--- src/verilog/cfp_pkg.sv ---
// constants, register map and state types of the converter fault supervisor
package cfp_pkg;

  // ----------------------------------------------------------------
  // register offsets
  // ----------------------------------------------------------------
  localparam logic [7:0] ADDR_MIN_VIN = 8'h05;
  localparam logic [7:0] ADDR_AVG_A = 8'h06;
  localparam logic [7:0] ADDR_AVG_B = 8'h07;
  localparam logic [7:0] ADDR_PEAK = 8'h0A;
  localparam logic [7:0] ADDR_OVP_CTRL = 8'h0C;
  localparam logic [7:0] ADDR_FREQ_MODE = 8'h0D;
  localparam logic [7:0] ADDR_SOFT_RST = 8'h0E;
  localparam logic [7:0] ADDR_OC1_A = 8'h22;
  localparam logic [7:0] ADDR_OC1_B = 8'h23;
  localparam logic [7:0] ADDR_OC2_A = 8'h26;
  localparam logic [7:0] ADDR_OC2_B = 8'h27;
  localparam logic [7:0] ADDR_OC_EN = 8'h28;
  localparam logic [7:0] ADDR_STATUS = 8'h3F;

  // ----------------------------------------------------------------
  // field positions
  // ----------------------------------------------------------------
  localparam int OVP_EN_BIT = 7;
  localparam int FORCED_CONTINUOUS_MODE_BIT = 7;
  localparam int FREQ_LSB = 0;
  localparam int FREQ_W = 3;
  localparam int SOFT_RST_BIT = 7;
  localparam int OC1_EN_BIT = 4;
  localparam int OC2_EN_BIT = 5;

  // ----------------------------------------------------------------
  // values after reset
  // ----------------------------------------------------------------
  localparam logic [7:0] RST_MIN_VIN = 8'h00;
  localparam logic [7:0] RST_AVG_A = 8'hFF;
  localparam logic [7:0] RST_AVG_B = 8'hFF;
  localparam logic [7:0] RST_PEAK = 8'hFF;
  localparam logic [7:0] RST_OVP_CTRL = 8'h00;
  localparam logic [7:0] RST_FREQ_MODE = 8'h00;
  localparam logic [7:0] RST_SOFT_RST = 8'h00;
  localparam logic [7:0] RST_OC1_A = 8'hFF;
  localparam logic [7:0] RST_OC1_B = 8'h00;
  localparam logic [7:0] RST_OC2_A = 8'hFF;
  localparam logic [7:0] RST_OC2_B = 8'h00;
  localparam logic [7:0] RST_OC_EN = 8'h30;

  // ----------------------------------------------------------------
  // timing
  // ----------------------------------------------------------------
  localparam int CLK_PERIOD_NS = 10;
  localparam int OC_DELAY_UNIT_NS = 1000;
  localparam int OC_DELAY_UNIT_CYC = (OC_DELAY_UNIT_NS + CLK_PERIOD_NS - 1) / CLK_PERIOD_NS;

  // ----------------------------------------------------------------
  // state types
  // ----------------------------------------------------------------
  typedef enum logic [3:0] {
    BUS_IDLE = 4'b0000,
    BUS_ADDR = 4'b0001,
    BUS_ACK_ADDR = 4'b0011,
    BUS_REG = 4'b0010,
    BUS_ACK_REG = 4'b0110,
    BUS_WDATA = 4'b0111,
    BUS_ACK_W = 4'b0101,
    BUS_RDATA = 4'b0100,
    BUS_ACK_R = 4'b1100
  } cfp_bus_state_t;

  typedef enum logic [1:0] {
    PWR_RUN = 2'b00,
    PWR_DISCHARGE = 2'b01,
    PWR_STOPPED = 2'b11
  } cfp_pwr_state_t;

endpackage : cfp_pkg

--- src/verilog/cfp_reg_if.sv ---
// register file carrier between the supervisor core and its register store
`timescale 1ns/1ps
`default_nettype none

interface cfp_reg_if;
  logic wr_en;
  logic [7:0] addr;
  logic [7:0] wr_data;
  logic [7:0] rd_data;
  logic [7:0] status;
  logic sw_reset;
  logic [7:0] min_vin;
  logic [7:0] avg_a;
  logic [7:0] avg_b;
  logic [7:0] peak;
  logic [7:0] ovp_ctrl;
  logic [7:0] freq_mode;
  logic [7:0] oc1_a;
  logic [7:0] oc1_b;
  logic [7:0] oc2_a;
  logic [7:0] oc2_b;
  logic [7:0] oc_en;

  modport store (
    input wr_en, addr, wr_data, status,
    output rd_data, sw_reset, min_vin, avg_a, avg_b, peak, ovp_ctrl, freq_mode,
    output oc1_a, oc1_b, oc2_a, oc2_b, oc_en
  );
  modport core (
    output wr_en, addr, wr_data, status,
    input rd_data, sw_reset, min_vin, avg_a, avg_b, peak, ovp_ctrl, freq_mode,
    input oc1_a, oc1_b, oc2_a, oc2_b, oc_en
  );
endinterface : cfp_reg_if

`default_nettype wire

--- src/verilog/cfp_fault_supervisor.sv ---
// fault supervisor top: two-wire register slave, detectors and drive control
`timescale 1ns/1ps
`default_nettype none

module cfp_fault_supervisor
  import cfp_pkg::*;
#(
  parameter bit LATCHED_OFF = 1'b1,
  parameter logic [6:0] DEVICE_ADDR = 7'h2A // arbitrary value
)
(
  // clock and reset
  input wire logic i_clk,
  input wire logic i_reset_n,
  // two-wire register port
  input wire logic i_scl,
  input wire logic i_sda,
  output logic o_sda_out,
  output logic o_sda_oe,
  // analog detector inputs
  input wire logic i_overcurrent_detector_one,
  input wire logic i_overcurrent_detector_two,
  input wire logic i_input_peak_limit,
  input wire logic i_input_avg_limit,
  input wire logic i_input_overvoltage_trip,
  input wire logic i_input_below_minimum,
  input wire logic i_thermal_shutdown_threshold,
  input wire logic i_temp_below_hysteresis,
  input wire logic i_zero_current_detect,
  // gate drive stage and analog control
  output logic o_high_side_gate_drive_en,
  output logic o_low_side_gate_drive_en,
  output logic o_low_side_gate_drive_force,
  output logic o_voltage_loop_comp_node_pull_low,
  output logic o_forced_continuous_mode,
  output logic o_zero_current_detect_en,
  output logic [FREQ_W-1:0] o_freq_select,
  output logic [7:0] o_oc_one_threshold,
  output logic [7:0] o_oc_two_threshold,
  output logic [7:0] o_input_peak_threshold,
  output logic [15:0] o_input_avg_threshold,
  output logic [7:0] o_min_input_level
);

  // ----------------------------------------------------------------
  // input synchronisers
  // ----------------------------------------------------------------
  localparam int NSYNC = 11;
  logic [NSYNC-1:0] sync_a;
  logic [NSYNC-1:0] sync_b;
  logic scl_d;
  logic sda_d;

  always_ff @(posedge i_clk or negedge i_reset_n)
  begin
    if (!i_reset_n)
    begin
      sync_a <= {2'b11, {(NSYNC-2){1'b0}}};
      sync_b <= {2'b11, {(NSYNC-2){1'b0}}};
      scl_d <= 1'b1;
      sda_d <= 1'b1;
    end
    else
    begin
      sync_a <= {i_scl, i_sda, i_overcurrent_detector_one, i_overcurrent_detector_two,
                 i_input_peak_limit, i_input_avg_limit, i_input_overvoltage_trip,
                 i_input_below_minimum, i_thermal_shutdown_threshold,
                 i_temp_below_hysteresis, i_zero_current_detect};
      sync_b <= sync_a;
      scl_d <= sync_b[10];
      sda_d <= sync_b[9];
    end
  end

  wire scl_s = sync_b[10];
  wire sda_s = sync_b[9];
  wire oc1_cmp = sync_b[8];
  wire oc2_cmp = sync_b[7];
  wire peak_cmp = sync_b[6];
  wire avg_cmp = sync_b[5];
  wire vin_ovp_cmp = sync_b[4];
  wire vin_low = sync_b[3];
  wire over_temp = sync_b[2];
  wire temp_cool = sync_b[1];
  wire zero_current_detect = sync_b[0];

  wire scl_rise = scl_s && !scl_d;
  wire scl_fall = !scl_s && scl_d;
  wire bus_start = scl_s && scl_d && sda_d && !sda_s;
  wire bus_stop = scl_s && scl_d && !sda_d && sda_s;

  // ----------------------------------------------------------------
  // register store
  // ----------------------------------------------------------------
  cfp_reg_if rif ();

  cfp_regs u_regs (
    .i_clk(i_clk),
    .i_reset_n(i_reset_n),
    .rif(rif)
  );

  // ----------------------------------------------------------------
  // two-wire slave
  // ----------------------------------------------------------------
  cfp_bus_state_t bus_state;
  cfp_bus_state_t next_bus_state;
  logic [7:0] shreg;
  logic [2:0] bit_cnt;
  logic byte_full;
  logic read_mode;
  logic [7:0] pointer;
  logic master_nack;

  wire addr_match = shreg[7:1] == DEVICE_ADDR;
  wire in_rx = bus_state == BUS_ADDR || bus_state == BUS_REG || bus_state == BUS_WDATA;

  always_comb
  begin
    next_bus_state = bus_state;
    case (bus_state)
      BUS_IDLE: next_bus_state = BUS_IDLE;
      BUS_ADDR:
        if (scl_fall && byte_full)
          next_bus_state = addr_match ? BUS_ACK_ADDR : BUS_IDLE;
      BUS_ACK_ADDR:
        if (scl_fall)
          next_bus_state = read_mode ? BUS_RDATA : BUS_REG;
      BUS_REG:
        if (scl_fall && byte_full)
          next_bus_state = BUS_ACK_REG;
      BUS_ACK_REG:
        if (scl_fall)
          next_bus_state = BUS_WDATA;
      BUS_WDATA:
        if (scl_fall && byte_full)
          next_bus_state = BUS_ACK_W;
      BUS_ACK_W:
        if (scl_fall)
          next_bus_state = BUS_WDATA;
      BUS_RDATA:
        if (scl_fall && bit_cnt == 3'd7)
          next_bus_state = BUS_ACK_R;
      BUS_ACK_R:
        if (scl_fall)
          next_bus_state = master_nack ? BUS_IDLE : BUS_RDATA;
      default: next_bus_state = BUS_IDLE;
    endcase
    if (bus_start)
      next_bus_state = BUS_ADDR;
    else if (bus_stop)
      next_bus_state = BUS_IDLE;
  end

  wire load_rd = bus_state != BUS_RDATA && next_bus_state == BUS_RDATA;
  wire data_wr = bus_state == BUS_WDATA && next_bus_state == BUS_ACK_W;
  wire data_rd = bus_state == BUS_RDATA && next_bus_state == BUS_ACK_R;
  wire ptr_load = bus_state == BUS_REG && next_bus_state == BUS_ACK_REG;

  always_ff @(posedge i_clk or negedge i_reset_n)
  begin
    if (!i_reset_n)
    begin
      bus_state <= BUS_IDLE;
      shreg <= 8'h00;
      bit_cnt <= 3'd0;
      byte_full <= 1'b0;
      read_mode <= 1'b0;
      master_nack <= 1'b0;
    end
    else
    begin
      bus_state <= next_bus_state;
      if (next_bus_state != bus_state)
      begin
        bit_cnt <= 3'd0;
        byte_full <= 1'b0;
      end
      else if ((in_rx && scl_rise) || (bus_state == BUS_RDATA && scl_fall))
      begin
        bit_cnt <= bit_cnt + 3'd1;
        byte_full <= bit_cnt == 3'd7;
      end
      if (load_rd)
        shreg <= rif.rd_data;
      else if (in_rx && scl_rise)
        shreg <= {shreg[6:0], sda_s};
      else if (bus_state == BUS_RDATA && scl_fall)
        shreg <= {shreg[6:0], 1'b0};
      if (bus_state == BUS_ADDR && scl_fall && byte_full)
        read_mode <= shreg[0];
      if (bus_state == BUS_ACK_R && scl_rise)
        master_nack <= sda_s;
    end
  end

  always_ff @(posedge i_clk or negedge i_reset_n)
  begin
    if (!i_reset_n)
      pointer <= 8'h00;
    else if (ptr_load)
      pointer <= shreg;
    else if (data_wr || data_rd)
      pointer <= pointer + 8'h01;
  end

  // open-drain data line, only ever pulled low
  always_ff @(posedge i_clk or negedge i_reset_n)
  begin
    if (!i_reset_n)
      o_sda_oe <= 1'b0;
    else if (next_bus_state == BUS_ACK_ADDR || next_bus_state == BUS_ACK_REG
             || next_bus_state == BUS_ACK_W)
      o_sda_oe <= 1'b1;
    else if (next_bus_state == BUS_RDATA)
      o_sda_oe <= load_rd ? !rif.rd_data[7] : (scl_fall ? !shreg[6] : o_sda_oe);
    else
      o_sda_oe <= 1'b0;
  end

  assign o_sda_out = 1'b0;
  assign rif.wr_en = data_wr;
  assign rif.addr = pointer;
  assign rif.wr_data = shreg;

  // ----------------------------------------------------------------
  // overcurrent detectors with delay qualification
  // ----------------------------------------------------------------
  function automatic logic [15:0] cfp_delay_limit(input logic [7:0] code);
    cfp_delay_limit = 16'(code) * 16'(OC_DELAY_UNIT_CYC);
  endfunction : cfp_delay_limit

  logic [15:0] oc1_cnt;
  logic [15:0] oc2_cnt;
  wire oc1_en = rif.oc_en[OC1_EN_BIT];
  wire oc2_en = rif.oc_en[OC2_EN_BIT];
  wire [15:0] oc1_lim = cfp_delay_limit(rif.oc1_b);
  wire [15:0] oc2_lim = cfp_delay_limit(rif.oc2_b);
  wire oc1_trip = oc1_en && oc1_cmp && oc1_cnt >= oc1_lim;
  wire oc2_trip = oc2_en && oc2_cmp && oc2_cnt >= oc2_lim;
  wire oc_trip = oc1_trip || oc2_trip;
  wire ovp_trip = rif.ovp_ctrl[OVP_EN_BIT] && vin_ovp_cmp;
  wire forced_continuous_mode = rif.freq_mode[FORCED_CONTINUOUS_MODE_BIT];

  always_ff @(posedge i_clk or negedge i_reset_n)
  begin
    if (!i_reset_n)
    begin
      oc1_cnt <= 16'h0000;
      oc2_cnt <= 16'h0000;
    end
    else
    begin
      oc1_cnt <= (oc1_en && oc1_cmp) ? (oc1_trip ? oc1_cnt : oc1_cnt + 16'h0001) : 16'h0000;
      oc2_cnt <= (oc2_en && oc2_cmp) ? (oc2_trip ? oc2_cnt : oc2_cnt + 16'h0001) : 16'h0000;
    end
  end

  // ----------------------------------------------------------------
  // fault latches, set wins over clear
  // ----------------------------------------------------------------
  logic oc_latch;
  logic ovp_latch;
  logic ot_latch;
  cfp_pwr_state_t pwr_state;
  cfp_pwr_state_t next_pwr_state;

  wire oc_clear = LATCHED_OFF ? rif.sw_reset : !(oc1_cmp || oc2_cmp);
  wire ot_clear = temp_cool && (LATCHED_OFF ? rif.sw_reset : 1'b1);

  always_ff @(posedge i_clk or negedge i_reset_n)
  begin
    if (!i_reset_n)
    begin
      oc_latch <= 1'b0;
      ovp_latch <= 1'b0;
      ot_latch <= 1'b0;
    end
    else
    begin
      oc_latch <= oc_trip || (oc_latch && !oc_clear);
      ovp_latch <= ovp_trip || (ovp_latch && !(rif.sw_reset || !vin_ovp_cmp));
      ot_latch <= over_temp || (ot_latch && !ot_clear);
    end
  end

  // ----------------------------------------------------------------
  // power stage control
  // ----------------------------------------------------------------
  wire any_latch = oc_latch || ovp_latch || ot_latch;

  always_comb
  begin
    next_pwr_state = pwr_state;
    case (pwr_state)
      PWR_RUN:
        if (over_temp)
          next_pwr_state = PWR_STOPPED;
        else if (oc_trip || ovp_trip)
          next_pwr_state = PWR_DISCHARGE;
      PWR_DISCHARGE:
        if (over_temp || zero_current_detect)
          next_pwr_state = PWR_STOPPED;
      PWR_STOPPED:
        if (!any_latch && !over_temp && !oc_trip && !ovp_trip)
          next_pwr_state = PWR_RUN;
      default: next_pwr_state = PWR_STOPPED;
    endcase
  end

  always_ff @(posedge i_clk or negedge i_reset_n)
  begin
    if (!i_reset_n)
    begin
      pwr_state <= PWR_RUN;
      o_high_side_gate_drive_en <= 1'b0;
      o_low_side_gate_drive_en <= 1'b0;
      o_low_side_gate_drive_force <= 1'b0;
      o_voltage_loop_comp_node_pull_low <= 1'b0;
    end
    else
    begin
      pwr_state <= next_pwr_state;
      o_high_side_gate_drive_en <= next_pwr_state == PWR_RUN && !peak_cmp && !avg_cmp;
      o_low_side_gate_drive_en <= next_pwr_state != PWR_STOPPED;
      o_low_side_gate_drive_force <= next_pwr_state == PWR_DISCHARGE;
      o_voltage_loop_comp_node_pull_low <= forced_continuous_mode && vin_low;
    end
  end

  // ----------------------------------------------------------------
  // status readback and analog settings
  // ----------------------------------------------------------------
  assign rif.status = {ot_latch, ovp_latch, oc_latch, peak_cmp || avg_cmp,
                       o_voltage_loop_comp_node_pull_low, 1'b0, pwr_state};
  assign o_forced_continuous_mode = forced_continuous_mode;
  assign o_zero_current_detect_en = !forced_continuous_mode;
  assign o_freq_select = rif.freq_mode[FREQ_LSB +: FREQ_W];
  assign o_oc_one_threshold = rif.oc1_a;
  assign o_oc_two_threshold = rif.oc2_a;
  assign o_input_peak_threshold = rif.peak;
  assign o_input_avg_threshold = {rif.avg_b, rif.avg_a};
  assign o_min_input_level = rif.min_vin;

endmodule : cfp_fault_supervisor

`default_nettype wire

--- src/verilog/cfp_regs.sv ---
// register store with registered read data and software reset
`timescale 1ns/1ps
`default_nettype none

module cfp_regs
  import cfp_pkg::*;
(
  // clock and reset
  input wire logic i_clk,
  input wire logic i_reset_n,
  // carrier
  cfp_reg_if.store rif
);

  logic [7:0] soft_rst;
  logic [7:0] next_rd_data;
  wire wr_soft_reset = rif.wr_en && rif.addr == ADDR_SOFT_RST && rif.wr_data[SOFT_RST_BIT];

  // ----------------------------------------------------------------
  // read decode, unmapped reads as zero
  // ----------------------------------------------------------------
  always_comb
  begin
    case (rif.addr)
      ADDR_MIN_VIN: next_rd_data = rif.min_vin;
      ADDR_AVG_A: next_rd_data = rif.avg_a;
      ADDR_AVG_B: next_rd_data = rif.avg_b;
      ADDR_PEAK: next_rd_data = rif.peak;
      ADDR_OVP_CTRL: next_rd_data = rif.ovp_ctrl;
      ADDR_FREQ_MODE: next_rd_data = rif.freq_mode;
      ADDR_SOFT_RST: next_rd_data = soft_rst;
      ADDR_OC1_A: next_rd_data = rif.oc1_a;
      ADDR_OC1_B: next_rd_data = rif.oc1_b;
      ADDR_OC2_A: next_rd_data = rif.oc2_a;
      ADDR_OC2_B: next_rd_data = rif.oc2_b;
      ADDR_OC_EN: next_rd_data = rif.oc_en;
      ADDR_STATUS: next_rd_data = rif.status;
      default: next_rd_data = 8'h00;
    endcase
  end

  // ----------------------------------------------------------------
  // storage; a set reset bit self-clears and restores defaults
  // ----------------------------------------------------------------
  always_ff @(posedge i_clk or negedge i_reset_n)
  begin
    if (!i_reset_n)
    begin
      rif.sw_reset <= 1'b0;
      rif.rd_data <= 8'h00;
    end
    else
    begin
      rif.sw_reset <= wr_soft_reset;
      rif.rd_data <= next_rd_data;
    end
  end

  always_ff @(posedge i_clk or negedge i_reset_n)
  begin
    if (!i_reset_n)
    begin
      rif.min_vin <= RST_MIN_VIN;
      rif.avg_a <= RST_AVG_A;
      rif.avg_b <= RST_AVG_B;
      rif.peak <= RST_PEAK;
      rif.ovp_ctrl <= RST_OVP_CTRL;
      rif.freq_mode <= RST_FREQ_MODE;
      soft_rst <= RST_SOFT_RST;
      rif.oc1_a <= RST_OC1_A;
      rif.oc1_b <= RST_OC1_B;
      rif.oc2_a <= RST_OC2_A;
      rif.oc2_b <= RST_OC2_B;
      rif.oc_en <= RST_OC_EN;
    end
    else if (rif.sw_reset)
    begin
      rif.min_vin <= RST_MIN_VIN;
      rif.avg_a <= RST_AVG_A;
      rif.avg_b <= RST_AVG_B;
      rif.peak <= RST_PEAK;
      rif.ovp_ctrl <= RST_OVP_CTRL;
      rif.freq_mode <= RST_FREQ_MODE;
      soft_rst <= RST_SOFT_RST;
      rif.oc1_a <= RST_OC1_A;
      rif.oc1_b <= RST_OC1_B;
      rif.oc2_a <= RST_OC2_A;
      rif.oc2_b <= RST_OC2_B;
      rif.oc_en <= RST_OC_EN;
    end
    else if (rif.wr_en)
    begin
      case (rif.addr)
        ADDR_MIN_VIN: rif.min_vin <= rif.wr_data;
        ADDR_AVG_A: rif.avg_a <= rif.wr_data;
        ADDR_AVG_B: rif.avg_b <= rif.wr_data;
        ADDR_PEAK: rif.peak <= rif.wr_data;
        ADDR_OVP_CTRL: rif.ovp_ctrl <= rif.wr_data;
        ADDR_FREQ_MODE: rif.freq_mode <= rif.wr_data;
        ADDR_SOFT_RST: soft_rst <= {1'b0, rif.wr_data[6:0]};
        ADDR_OC1_A: rif.oc1_a <= rif.wr_data;
        ADDR_OC1_B: rif.oc1_b <= rif.wr_data;
        ADDR_OC2_A: rif.oc2_a <= rif.wr_data;
        ADDR_OC2_B: rif.oc2_b <= rif.wr_data;
        ADDR_OC_EN: rif.oc_en <= rif.wr_data;
        default: soft_rst <= soft_rst;
      endcase
    end
  end

endmodule : cfp_regs

`default_nettype wire
--- config.mk ---
export PLATFORM = sky130hd
export DESIGN_NAME = cfp_fault_supervisor
export DESIGN_NICKNAME = d
export VERILOG_FILES = /design/src/verilog/cfp_pkg.sv /design/src/verilog/cfp_reg_if.sv /design/src/verilog/cfp_fault_supervisor.sv /design/src/verilog/cfp_regs.sv
export SDC_FILE = /design/constraint.sdc
export NUM_CORES = 1
export LEC_CHECK = 0
export BUFFER_PORTS_ARGS = -buffer_cell sky130_fd_sc_hd__buf_4
export CORE_UTILIZATION = 50
export DETAILED_ROUTE_END_ITERATION = 10
export HOLD_SLACK_MARGIN = 0.1
export PLACE_DENSITY = 0.72
export SLEW_MARGIN = 10
export SYNTH_ARGS = -nofsm -noshare
export SYNTH_HDL_FRONTEND = slang
export SYNTH_SLANG_ARGS = --single-unit
--- constraint.sdc ---
create_clock -name i_clk -period 14.4 [get_ports i_clk]
set_input_delay 2.16 -clock i_clk [delete_from_list [all_inputs] [get_ports i_clk]]
set_output_delay 2.16 -clock i_clk [all_outputs]
set_load 0.01 [all_outputs]
==> results.py <==
metrics = {
    "die": {
        "die_w_um": 154,
        "ios": 72,
        "row_count": 55,
        "start_util_pct": 50.9,
        "dieArea_mm2": 0.0236,
        "coreArea_mm2": 0.0226,
        "die_h_um": 154,
    },
    "pwr": {
        "p_leak_nw": 5.98,
        "peakVddDrop_uv": 75.5,
        "power_density_mw_per_mm2": 89.6,
    },
    "synth": {
        "yosysWarnings": 0,
        "ys_top_cells_by_count": "dfrtp_1 (148), nand2_1 (108), ha_1 (93), nor2_1 (90), a21oi_1 (60)",
        "synth_area_leaders": "dfrtp_1 (32%), dfstp_2 (11%), ha_1 (10%)",
        "synthFlopType": "dfrtp_1",
        "synthCells": 1152,
        "synth_cell_types": 87,
        "synthesis.area_mm2": 0.0115,
        "avgSynthCellArea_um2": 9.97,
        "async_flop_share_pct": 100,
        "yosysTopAreaCellShare_pct": 32.2,
        "synth_nets": 1264,
        "synth-seq-area-share_pct": 43.2,
        "synth_most_common_cell": "dfrtp_1",
        "ys_ff_latch": 196,
        "yosys.area.top_type": "dfrtp_1",
        "synth_edf_count": 0,
    },
    "route": {
        "drt-total-wl_um": 30000,
        "viasPerCell": 6.22,
        "drtIter0Drc": 767,
        "vias": 9166,
        "post_drt_wl_per_cell_um": 20.3,
        "drcViolationCount": 2,
        "first_pass_iters": 9,
        "ant_nets": 0,
    },
    "clock_tree": {
        "clkSinkCount": 196,
        "insertion_delay_ps": 450,
        "cts_hold_buffers": 0,
        "htree_num_levels": 4,
        "cts-resized-gates": 0,
        "cts_setup_buffers": 0,
        "clockBufferDepth": 2,
        "cts_tree": "done",
        "cts_buffers": 17,
        "clk_pin_slew_ps": 70,
        "clockRootBuffer": "clkbuf_16",
    },
    "worst_setup_path": {
        "rr_startpoint": "u_regs.rif.oc2_b[3]",
        "r2r_cells": 17,
        "arrival_ps": 5210,
        "critical_path_class": "reg -> reg",
        "rrSetupSlack_ps": 9550,
        "r2r_end": "oc2_cnt[11]",
        "start_kind": "flop",
        "path_max_fanout": 7,
        "required_ps": 14760,
        "worstSetupEndpointType": "flop",
    },
    "final_layout": {
        "design_area_mm2": 0.0127,
        "fin_nets": 1288,
        "syn_to_final_growth_pct": 10.6,
        "num_antenna_cells": 0,
        "drive_gt1_share_pct": 14.6,
    },
    "status": {
        "outcome": "complete, but fails checks",
        "violations": "design-rule violations",
    },
    "worst_hold_path": {
        "hold_start": "sync_a[4]",
        "worstHoldEndpoint": "sync_b[4]",
        "min_path_type": "reg -> reg",
        "hold_path_depth": 0,
    },
    "timing": {
        "worst_pin_slew_ps": 1160,
        "min_period_ps": 4850,
        "hold_violations": 0,
        "relSlewSlack_pct": 22.1,
        "final_max_slew_viol_count": 0,
        "fin_skew_ps": 12.2,
        "fmax_mhz": 206,
        "setup_viol": 0,
        "fin_tns_setup_ps": 0,
        "whs_ps": 347,
        "finalWorstSetupSlack_ps": 9550,
        "rsz0062_at_grt": "false",
        "fin_crit_sh_pct": 33.7,
    },
    "grt": {
        "track_usage_pct": 26.3,
        "grt_pass1_vias": 8877,
        "grt-ovfl-total": 0,
        "antenna_found_initial": 0,
        "grt_pass1_wl_um": 48500,
        "grt_max_degree": 70,
    },
    "placed_design": {
        "gp_congestion": 0.888,
        "portBuffers": 70,
        "dp_hpwl_um": 20800,
        "dp_slack_ps": 9530,
        "place_area_mm2": 0.0121,
    },
    "run": {
        "maxCapViolations": 0,
    },
}
## worst max-delay path, cell delays in order (launching register included)
cell and delay, ps:
dfrtp_1 430, ha_1 310, ha_1 310, fa_1 460, ha_1 340, a21o_1 200, a21oi_1 210, nor2b_1 70
o21a_1 180, o41a_1 320, xnor2_1 140, ha_1 310, nand3_1 100, or2_2 120, o2111a_1 340, nand4_1 300
or4_1 480, a21oi_1 150
## worst max path at each step
stage,startpoint,endpoint,slack [ps]
final,u_regs.rif.oc2_b[3],oc2_cnt[11],9550
after global routing,u_regs.rif.oc2_b[3],oc2_cnt[11],9260
after CTS,u_regs.rif.oc2_b[3],o_high_side_gate_drive_en,9540
after detailed placement,u_regs.rif.oc2_b[3],o_high_side_gate_drive_en,9530
after global placement,u_regs.rif.oc2_b[3],o_high_side_gate_drive_en,9630
after floorplan,u_regs.rif.oc2_b[3],o_high_side_gate_drive_en,9800
## registers in the layout, summed over array words and instances (netlist names), 11 cells and up
name,count
sync_a,11
oc2_cnt,16
oc1_cnt,16
sync_b,11
## through the flow
step | util, % | power, mW | std cells
6_report | 56.3 | 1.14 | 1473
5_1_grt | 56.3 | 1.17 | 1473
4_1_cts | 56.3 | 1.14 | 1473
3_5_place_dp | 53.7 | 0.666 | 1442
3_3_place_gp | 53.7 | 0.665 | 1442
2_1_floorplan | - | 0.624 | 1152
## routing by layer
metal	GRT usage (%)	wire (um)	share of wire, %	vias up
met5	0	0	0	-
met4	9.05	690	2.3	0
met3	5.16	2050	6.8	48
met2	40.5	13700	46	315
met1	37.1	13500	45	4572
li1	-	-	-	4231
## area by class of cell
cell class,instances,area [um^2]
fill,1951,9870
inverter,41,154
sequential,196,4970
multi-input combinational,843,6050
clock buffer,19,443
clock inverter,12,146
timing repair buffer,77,584
tap,285,357
## power by group
group / internal, mW / total (mW) / switching [mW]
logic: 0.0179 / 0.0402 / 0.0223
registers: 0.563 / 0.619 / 0.0553
clock network: 0.250 / 0.480 / 0.230
## layout by cell type, fill, tap and decap left out, drive strengths merged, types with 5 or more instances in the layout
cell type | synthesis | layout
o21ai | 18 | 18
nor4 | 6 | 6
a21oi | 61 | 61
a221oi | 9 | 9
clkinv | 0 | 5
nor3 | 21 | 21
nor2 | 91 | 91
buf | 22 | 76
a211o | 26 | 26
inv | 41 | 45
mux2i | 50 | 50
a31oi | 6 | 6
and3 | 14 | 14
a22oi | 14 | 14
a32oi | 12 | 12
xor2 | 16 | 16
dfrtp | 148 | 148
o21a | 11 | 11
a221o | 5 | 5
o31ai | 15 | 15
nand3b | 23 | 23
a222oi | 6 | 6
or4 | 13 | 13
o22ai | 6 | 6
a21o | 13 | 13
nor2b | 32 | 32
ha | 93 | 93
clkbuf | 50 | 20
and2 | 21 | 21
nand2b | 12 | 12
nand2 | 108 | 108
nand3 | 33 | 33
dfstp | 48 | 48
fa | 6 | 6
nand4 | 17 | 17
xnor2 | 11 | 11
## logic make-up after synthesis
family,Yosys count,share of synthesized area (%)
buffers and inverters,113,4.12
XOR/XNOR,27,2.06
flip-flops,196,43.2
other,1,0.0326
adder cells (fa/ha/maj),99,11.2
AND/OR/NAND/NOR,423,19.6
AO/OA/AOI/OAI,242,15.3
multiplexers,51,4.45
Power figures use the tool's default switching activity.
